<file path="src/include/iwd_pkg.sv">
// Contract
// - Eight-stage prescaler feeds 12-bit down counter
// - Start code enables watchdog countdown
// - Counter at zero asserts system reset
// - Reload code loads counter from reload value
// - Unlock code lifts divider/reload write protection
// - Any other code restores write protection
// - Divider codes give 4 to 256
// - Reload value resets to all ones
// - Option bit auto-starts watchdog
// - Debug freeze stops counter while halted
// - Own 40 kHz clock, always running
// - Command register write-only, 16-bit field
// - Status bit1 reload, bit0 divider flag
`default_nettype none
package iwd_pkg;

  localparam int CNT_W = 12;
  localparam int DIV_W = 3;
  localparam int PSC_W = 8;
  localparam int OFS_W = 8;
  localparam int CMD_W = 16;

  localparam logic [OFS_W-1:0] OFS_COMMAND  = 8'h00;
  localparam logic [OFS_W-1:0] OFS_DIVIDER  = 8'h04;
  localparam logic [OFS_W-1:0] OFS_RELOAD   = 8'h08;
  localparam logic [OFS_W-1:0] OFS_STATUS   = 8'h0C;

  localparam logic [CMD_W-1:0] CMD_UNLOCK = 16'h5555;
  localparam logic [CMD_W-1:0] CMD_START  = 16'hCCCC;
  localparam logic [CMD_W-1:0] CMD_RELOAD = 16'hAAAA;

  localparam logic [CNT_W-1:0] RELOAD_RST = 12'hFFF;
  localparam logic [CNT_W-1:0] CNT_ZERO   = 12'h000;
  localparam logic [DIV_W-1:0] DIV_RST    = 3'h0;
  localparam logic [DIV_W-1:0] DIV_SEL_MAX = 3'h6;
  localparam logic [PSC_W:0]   PSC_BASE   = 9'h004;

  localparam int STAT_DIV_BIT    = 0;
  localparam int STAT_RELOAD_BIT = 1;

  localparam int CLK_KHZ = 100_000;
  localparam int OSC_KHZ = 40;
  localparam int OSC_DIV = CLK_KHZ / OSC_KHZ;
  localparam logic [CNT_W-1:0] OSC_LAST = CNT_W'(OSC_DIV - 1);

  // Slow ticks an update needs to reach the counting side
  localparam logic [1:0] SYNC_TICKS = 2'h3;

  localparam logic [1:0] HTRANS_NONSEQ = 2'h2;
  localparam logic       HRESP_OKAY    = 1'h0;

endpackage : iwd_pkg
`default_nettype wire

</file>
<file path="src/hw/iwd_osc_tick.sv">
`default_nettype none
module iwd_osc_tick
  import iwd_pkg::*;
(
  input  wire logic i_clk,
  input  wire logic i_rst_n,
  output logic      o_tick
);

  typedef struct packed {
    logic [CNT_W-1:0] cnt;
    logic             tick;
  } iwd_osc_type;

  iwd_osc_type s_q;
  iwd_osc_type s_d;

  always_comb begin
    s_d      = s_q;
    s_d.tick = (s_q.cnt == OSC_LAST);
    s_d.cnt  = s_d.tick ? CNT_ZERO : s_q.cnt + 1'b1;
  end

  always_ff @(posedge i_clk) begin
    if (!i_rst_n) begin
      s_q <= '0;
    end else begin
      s_q <= s_d;
    end
  end

  assign o_tick = s_q.tick;

endmodule : iwd_osc_tick
`default_nettype wire

</file>
<file path="src/hw/iwd_prescaler.sv">
`default_nettype none
module iwd_prescaler
  import iwd_pkg::*;
(
  input  wire logic             i_clk,
  input  wire logic             i_rst_n,
  input  wire logic             i_tick,
  input  wire logic             i_run,
  input  wire logic [DIV_W-1:0] i_divider_select,
  output logic                  o_step
);

  typedef struct packed {
    logic [PSC_W-1:0] cnt;
    logic             step;
  } iwd_psc_type;

  iwd_psc_type s_q;
  iwd_psc_type s_d;

  function automatic logic [PSC_W-1:0] div_last(input logic [DIV_W-1:0] sel);
    logic [PSC_W:0] full;
    full = PSC_BASE << ((sel > DIV_SEL_MAX) ? DIV_SEL_MAX : sel);
    return PSC_W'(full - 1'b1);
  endfunction : div_last

  always_comb begin
    s_d      = s_q;
    s_d.step = 1'b0;
    if (i_tick && i_run) begin
      if (s_q.cnt >= div_last(i_divider_select)) begin
        s_d.cnt  = '0;
        s_d.step = 1'b1;
      end else begin
        s_d.cnt = s_q.cnt + 1'b1;
      end
    end
  end

  always_ff @(posedge i_clk) begin
    if (!i_rst_n) begin
      s_q <= '0;
    end else begin
      s_q <= s_d;
    end
  end

  assign o_step = s_q.step;

endmodule : iwd_prescaler
`default_nettype wire

</file>
<file path="src/hw/iwd_top.sv">
`default_nettype none
module iwd_top
  import iwd_pkg::*;
(
  input  wire logic        i_clk,
  input  wire logic        i_rst_n,
  input  wire logic        i_hsel,
  input  wire logic [31:0] i_haddr,
  input  wire logic [1:0]  i_htrans,
  input  wire logic        i_hwrite,
  input  wire logic [2:0]  i_hsize,
  input  wire logic [31:0] i_hwdata,
  input  wire logic        i_hready,
  input  wire logic        i_hw_autostart,
  input  wire logic        i_debug_halt,
  input  wire logic        i_debug_halt_freeze,
  output logic [31:0]      o_hrdata,
  output logic             o_hreadyout,
  output logic             o_hresp,
  output logic             o_wdog_reset,
  output logic             o_wdog_active
);

  typedef struct packed {
    logic                  data_ph;
    logic                  bus_wr;
    logic [OFS_W-1:0]      bus_ofs;
    logic [31:0]           hrdata;
    logic                  hready;
    logic                  hresp;
    logic                  enabled;
    logic                  unlocked;
    logic                  sys_reset;
    logic [DIV_W-1:0]      div_bus;
    logic [DIV_W-1:0]      div_act;
    logic [CNT_W-1:0]      rld_bus;
    logic [CNT_W-1:0]      rld_act;
    logic [1:0]            pend;
    logic [1:0][1:0]       pend_cnt;
    logic [CNT_W-1:0]      count;
  } iwd_state_type;

  localparam iwd_state_type STATE_RST = '{
    data_ph:   1'h0,
    bus_wr:    1'h0,
    bus_ofs:   OFS_COMMAND,
    hrdata:    32'h0000_0000,
    hready:    1'h1,
    hresp:     HRESP_OKAY,
    enabled:   1'h0,
    unlocked:  1'h0,
    sys_reset: 1'h0,
    div_bus:   DIV_RST,
    div_act:   DIV_RST,
    rld_bus:   RELOAD_RST,
    rld_act:   RELOAD_RST,
    pend:      2'h0,
    pend_cnt:  4'h0,
    count:     RELOAD_RST
  };

  iwd_state_type s_q;
  iwd_state_type s_d;

  logic tick;
  logic step;
  logic run;

  // Slow oscillator stand-in; nothing gates it, so it keeps going in any
  // power mode the rest of the chip may enter.
  iwd_osc_tick u_osc (
    .i_clk   (i_clk),
    .i_rst_n (i_rst_n),
    .o_tick  (tick)
  );

  assign run = s_q.enabled && !(i_debug_halt_freeze && i_debug_halt);

  iwd_prescaler u_psc (
    .i_clk            (i_clk),
    .i_rst_n          (i_rst_n),
    .i_tick           (tick),
    .i_run            (run),
    .i_divider_select (s_q.div_act),
    .o_step           (step)
  );

  // Read value for the current data phase
  function automatic logic [31:0] read_word(input iwd_state_type s);
    logic [31:0] w;
    w = '0;
    case (s.bus_ofs)
      OFS_COMMAND: w = '0;
      OFS_DIVIDER: w = 32'(s.div_act);
      OFS_RELOAD:  w = 32'(s.rld_act);
      OFS_STATUS: begin
        w[STAT_DIV_BIT]    = s.pend[STAT_DIV_BIT];
        w[STAT_RELOAD_BIT] = s.pend[STAT_RELOAD_BIT];
      end
      default:     w = '0;
    endcase
    return w;
  endfunction : read_word

  always_comb begin
    logic             wr_stb;
    logic [CMD_W-1:0] cmd;
    logic [1:0]       done;
    wr_stb = 1'b0;
    cmd    = i_hwdata[CMD_W-1:0];
    done   = 2'b00;
    s_d    = s_q;

    // Bus slave: one wait state in every data phase
    if (s_q.data_ph) begin
      s_d.data_ph = 1'b0;
      s_d.hready  = 1'b1;
      if (s_q.bus_wr) begin
        wr_stb = 1'b1;
      end else begin
        s_d.hrdata = read_word(s_q);
      end
    end else if (i_hsel && (i_htrans == HTRANS_NONSEQ) && i_hready) begin
      s_d.data_ph = 1'b1;
      s_d.hready  = 1'b0;
      s_d.bus_wr  = i_hwrite;
      s_d.bus_ofs = i_haddr[OFS_W-1:0];
    end

    // Updates reach the counting side after a few slow ticks
    for (int i = 0; i < 2; i++) begin
      if (tick && s_q.pend[i]) begin
        if (s_q.pend_cnt[i] <= 2'h1) begin
          s_d.pend[i]     = 1'b0;
          s_d.pend_cnt[i] = 2'h0;
          done[i]         = 1'b1;
        end else begin
          s_d.pend_cnt[i] = s_q.pend_cnt[i] - 1'b1;
        end
      end
    end
    if (done[STAT_DIV_BIT]) begin
      s_d.div_act = s_q.div_bus;
    end
    if (done[STAT_RELOAD_BIT]) begin
      s_d.rld_act = s_q.rld_bus;
    end

    if (step && (s_q.count != CNT_ZERO)) begin
      s_d.count = s_q.count - 1'b1;
    end

    if (i_hw_autostart) begin
      s_d.enabled = 1'b1;
    end

    if (wr_stb) begin
      case (s_q.bus_ofs)
        OFS_COMMAND: begin
          s_d.unlocked = (cmd == CMD_UNLOCK);
          if (cmd == CMD_START) begin
            s_d.enabled = 1'b1;
          end
          if (cmd == CMD_RELOAD) begin
            s_d.count = s_q.rld_act;
          end
        end
        OFS_DIVIDER: begin
          if (s_q.unlocked) begin
            s_d.div_bus = i_hwdata[DIV_W-1:0];
            s_d.pend[STAT_DIV_BIT]     = 1'b1;
            s_d.pend_cnt[STAT_DIV_BIT] = SYNC_TICKS;
          end
        end
        OFS_RELOAD: begin
          if (s_q.unlocked) begin
            s_d.rld_bus = i_hwdata[CNT_W-1:0];
            s_d.pend[STAT_RELOAD_BIT]     = 1'b1;
            s_d.pend_cnt[STAT_RELOAD_BIT] = SYNC_TICKS;
          end
        end
        default: begin
          s_d.unlocked = s_q.unlocked;
        end
      endcase
    end

    if (s_q.enabled && (s_q.count == CNT_ZERO)) begin
      s_d.sys_reset = 1'b1;
    end
    s_d.hresp = HRESP_OKAY;
  end

  always_ff @(posedge i_clk) begin
    if (!i_rst_n) begin
      s_q <= STATE_RST;
    end else begin
      s_q <= s_d;
    end
  end

  assign o_hrdata      = s_q.hrdata;
  assign o_hreadyout   = s_q.hready;
  assign o_hresp       = s_q.hresp;
  assign o_wdog_reset  = s_q.sys_reset;
  assign o_wdog_active = s_q.enabled;

endmodule : iwd_top
`default_nettype wire

</file>
<file path="config.mk">
export PLATFORM = sky130hd
export DESIGN_NAME = iwd_top
export DESIGN_NICKNAME = d
export VERILOG_FILES = /design/src/include/iwd_pkg.sv /design/src/hw/iwd_osc_tick.sv /design/src/hw/iwd_prescaler.sv /design/src/hw/iwd_top.sv
export SDC_FILE = /design/constraint.sdc
export NUM_CORES = 1
export LEC_CHECK = 0
export BUFFER_PORTS_ARGS = -buffer_cell sky130_fd_sc_hd__buf_4
export CORE_ASPECT_RATIO = 0.5
export CORE_MARGIN = 1.5
export CORE_UTILIZATION = 40
export DETAILED_ROUTE_END_ITERATION = 12
export PLACE_DENSITY = 0.64
export SLEW_MARGIN = 40
export SYNTH_ARGS = -nofsm -noshare
export SYNTH_HDL_FRONTEND = slang
export SYNTH_SLANG_ARGS = --single-unit
</file>
<file path="constraint.sdc">
create_clock -name i_clk -period 1.8 [get_ports i_clk]
set_input_delay 0.45 -clock i_clk [delete_from_list [all_inputs] [get_ports i_clk]]
set_output_delay 0.45 -clock i_clk [all_outputs]
set_load 0.01 [all_outputs]
</file>
; ---- Yosys cells after proc, flatten, opt, wreduce, memory -nomap -nowiden
; Cells that the tools add are included.
[op_classes]
reduce_logical = 21
n_shift = 1
eq_ne = 8
add_sub_neg = 6
n_bitwise = 3
n_lt_le_gt_ge = 4
muxes = 37
[op_table]
columns = cell, count
row1 = $mux 12, 3
row2 = $eq 16x16->1 const B, 2
row3 = $pmux 10 s2, 1
row4 = $mux 1, 19
row5 = $mux 18, 1
row6 = $mux 2, 9
row7 = $eq 16x15->1 const B, 1
row8 = $eq 8x4->1 const B, 2
row9 = $add 12x1->12 const B, 1
row10 = $eq 12x12->1 const B, 1
row11 = $logic_not 12->1, 1
row12 = $reduce_bool 12->1, 1
row13 = $sub 12x1->12 const B, 1
row14 = $mux 10, 1
row15 = $logic_and 1x1->1, 9
row16 = $add 8x1->8 const B, 1
row17 = $eq 8x3->1 const B, 1
row18 = $ge 8x8->1, 1
row19 = $logic_not 8->1, 1
row20 = $mux 8, 1
row21 = $reduce_and 2->1, 4
row22 = $shl 3x3->8 const A, 1
row23 = $sub 8x1->8 const B, 1
row24 = $pmux 2 s3, 1
row25 = other kinds (9), 15
[word_totals]
inputBits = 77
word_cells = 101
ff_bits = 117

; ---- Depth between registers and ports, before layout
[logic_depth]
depth_word = 6
depth_mapped = 7
depth_no_buf = 7

; ---- By module
; Synthesis repeated with hierarchy kept, for this count alone.
[unflattened]
cells_unflattened = 511
hier_area_um2 = 4590.7
[modules_own_cells]
columns = mod, instances, area_each_um2, cells_each
row1 = iwd_top, 1, 3455.8, 387
row2 = iwd_osc_tick, 1, 584.3, 62
row3 = iwd_prescaler, 1, 550.5, 62

; ---- Worst setup path after synthesis
; Ideal clock, no wire load.
[synth_timing]
path_kind = register to register
start = reg s_q[87] in the netlist's numbering
end = reg s_q[0] in the netlist's numbering
setup_slack_ps = 32
n_path_buf = 2
synth_period_minus_slack_ps = 1768
setup_time_ps = 120
stages_incl_launch_ff = 7
arrival_ps = 1648
cell_sequence = dfxtp_1 > buf_6 > and4bb_1 > nand4_2 > or4_4 > buf_6 > o31a_1
[synth_between]
elab_chain_len = 3
[synth_rtl]
columns = item, line_no
row1 = from (decl), iwd_top.sv:62  ; iwd_state_type s_q;
row2 = from (signal assigned), iwd_top.sv:196  ; s_q <= STATE_RST;
row3 = from (signal assigned), iwd_top.sv:198  ; s_q <= s_d;
row4 = $logic_not 8->1, iwd_top.sv:158  ; case (s_q.bus_ofs)
row5 = $mux 12, iwd_top.sv:158
row6 = $mux 18, iwd_top.sv:157  ; if (wr_stb) begin
; Every way passes these cells.
; A chain may end at the register's enable or synchronous reset.

; ---- Worst setup path in the final report
[layout_timing]
start = reg s_q[88] in the netlist's numbering
end = reg s_q[2] in the netlist's numbering
; Same word-level chain as after synthesis.

==> results_dict.tcl <==
set metrics [dict create \
    dpl.cell_count 697 \
    syn_inst 502 \
    wire_per_inst_um 13.4 \
    setup.worst_path.start_class "register" \
    drt-total-wl_um 9570 \
    place_ws_ns -0.0736 \
    switching_share_pct 23.1 \
    die_w_um 152 \
    ys_seq_elements 96 \
    hold_path_class "primary input to register" \
    cts.sinks 96 \
    powerDensity_nw_per_um2 772 \
    fp-row-count 26 \
    hold_ws_ns 0.336 \
    antenna_found_initial 0 \
    clockPowerShare_pct 42.9 \
    root_buffer "clkbuf_16" \
    drive_above_1_share_pct 22.3 \
    cp.arrival_ns 1.95 \
    vias_per_cell 4.99 \
    combPwrFrac_pct 5.3 \
    yosysWarnings 0 \
    insertion_delay_ns 0.34 \
    grt_pass1_vias 3241 \
    num_vias 3571 \
    grt_pass1_wl_um 15600 \
    dieHeight_um 77.4 \
    p_int_uw 3190 \
    setup_tns_ns 0 \
    finalWorstSetupSlack_ns 0.0783 \
    io_pins 113 \
    io_buffer_count 48 \
    grt_use_total_pct 16.4 \
    power_switching_uw 958 \
    ys_async_sr_fraction_pct 0 \
    cts_tree "yes" \
    skew_ns 0.00808 \
    seq_power_share_pct 51.8 \
    htree_levels 3 \
    max_cap_violations 0 \
    yosysSeqAreaShare_pct 43.4 \
    fp.coreArea_um2 10500 \
    slew_violations 0 \
    post-route-min-period_ns 1.72 \
    p_leak_uw 0.00232 \
    finalSetupViolCount 0 \
    start_util_pct 42.3 \
    ant_nets 0 \
    cp_data_required_time_ns 2.02 \
    cp_max_fo 7 \
    areaGrowthSynthToFinish_pct 21.2 \
    first_pass_iters 4 \
    cts_buffer_depth 2 \
    n_antenna_cell 0 \
    yosysUniqueCellTypes 56 \
    ctsHoldBuffers 0 \
    gp_congestion 0.802 \
    grt_max_degree 44 \
    end_kind "register" \
    syn_avg_cell_area_um2 8.83 \
    grt_overflow 0 \
    drc 0 \
    timing.fmax_mhz 581 \
    status "finished clean" \
    max-vdd-ir-drop_mv 0.542 \
    finalPower_uw 4150 \
    drtIter0Drc 203 \
    synth_area_um2 4430 \
    worstSetupPathType "register to register" \
    fillers 986 \
    synth_flop_cell "dfxtp_1" \
    hold_violations 0 \
    regArea_um2 1920 \
    path_clk_slew_ns 0.07 \
    fin_nets 656 \
    synth-edff-count 0 \
    multiInputGateArea_um2 2280 \
    min_period_over_period_pct 95.7 \
    finalNonFillerCells 715 \
    die-area_um2 11800 \
    dp_hpwl_um 7030 \
    cts_inserted_buffers 9 \
]
==> power by group through the flow <==
stage               Combinational (µW)  Clock, µW  Sequential, µW
floorplan                          129          0            2190
global placement                   208          0            2190
detailed placement                 210          0            2190
CTS                                211       1820            2150
global route                       239       1920            2150
finish                             218       1780            2150
==> cell usage after synthesis, drive strengths merged, types with 2 or more instances <==
master	n	area share (%)
nor2	64	5.5
dfxtp	96	43
nor3	14	1.7
o21a	2	0.34
nand3	25	2.9
xor2	14	2.8
a21oi	23	2.6
clkbuf	14	1.2
buf	39	6.7
mux2i	29	6.5
nand2b	2	0.28
o21ai	14	1.6
ha	9	2.5
nor4bb	8	1.8
nand4b	2	0.40
nor2b	3	0.42
o31a	3	0.59
or4	3	0.59
nand2	61	5.2
mux2	3	0.76
inv	8	0.68
nor4	6	1.3
a22oi	11	1.9
and3	3	0.42
a211oi	3	0.51
nand4	9	1.4
a211o	2	0.40
nor3b	4	0.68
o311a	2	0.45
a31oi	4	0.56
xnor2	6	1.2
==> per-stage QoR <==
stage	util, %	cell area, µm²
after floorplan	-	4510
after global placement	47.8	5010
after detailed placement	47.8	5010
after CTS	50.4	5280
after global routing	51.3	5370
final	51.3	5370
==> worst max-delay path, stage by stage (launching register included) <==
cell and delay, ns:
dfxtp_1 0.31, and4bb_1 0.32, nand4_2 0.15, nor4_2 0.24, buf_4 0.22, a211oi_1 0.08
a211o_1 0.28
==> cell families after synthesis <==
group                    synth area share, %
buffers and inverters                   8.64
other                                 0.0846
flip-flops                              43.4
XOR/XNOR                                3.95
AO/OA/AOI/OAI                           9.99
AND/OR/NAND/NOR                         24.1
multiplexers                            7.31
adder cells (fa/ha/maj)                 2.54
==> layout make-up <==
| class | instances | area share (%) |
|---|---|---|
| Multi-Input combinational cell | 364 | 42.4 |
| Sequential cell | 96 | 35.8 |
| Timing Repair Buffer | 90 | 12.8 |
| Clock buffer | 11 | 4.33 |
| Tap cell | 140 | 3.26 |
| Clock inverter | 5 | 0.769 |
| Inverter | 9 | 0.629 |
==> final timing paths <==
| kind | start | end | slack, ns | depth (start not counted) |
|---|---|---|---|---|
| worst min register to register | s_q[47] | s_q[44] | 0.45 | 2 |
| worst max-delay path | s_q[88] | s_q[2] | 0.08 | 6 |
| worst max register to register | s_q[88] | s_q[2] | 0.08 | 6 |
| worst min-delay path | i_hwdata[8] | s_q[38] | 0.34 | 3 |
==> routing by layer <==
| layer | global-route usage, % | wire, µm | up-vias |
|---|---|---|---|
| li1 | - | - | 1838 |
| met4 | 4.76 | 125 | 0 |
| met5 | 0 | 0 | - |
| met3 | 4.02 | 323 | 11 |
| met2 | 26.0 | 4170 | 68 |
| met1 | 22.3 | 4950 | 1654 |
==> flip-flops by register name (all words and copies together) (netlist names) <==
name,flops
o_hreadyout,1
u_psc.s_q,8
s_q,59
o_hrdata,12
u_osc.o_tick,1
u_psc.o_step,1
o_wdog_reset,1
o_wdog_active,1
u_osc.s_q,12
==> what timing repair did <==
| item | 4_1_cts | 5_1_grt |
|---|---|---|
| gates resized for setup | 1 | 19 |
| pin swaps | 1 | 6 |
| setup buffers | 0 | 2 |
| endpoints found under the setup margin | 8 | 34 |
==> cells in the final DEF, fill, tap and decap left out, types with 4 or more instances in the layout <==
master and instances:
nand4_1 8, ha_1 8, nor3b_1 4, inv_1 8, dfxtp_1 95, a31oi_1 4
xor2_1 14, nand2_1 61, xnor2_1 6, nor2_1 59, nor3_1 11, a21oi_1 22
mux2i_1 29, buf_4 89, clkbuf_16 9, o21ai_0 7, conb_1 21, a22oi_1 11
nand3_1 24, nor4bb_1 7, o21ai_1 7
(Power assumes the default switching activity.)
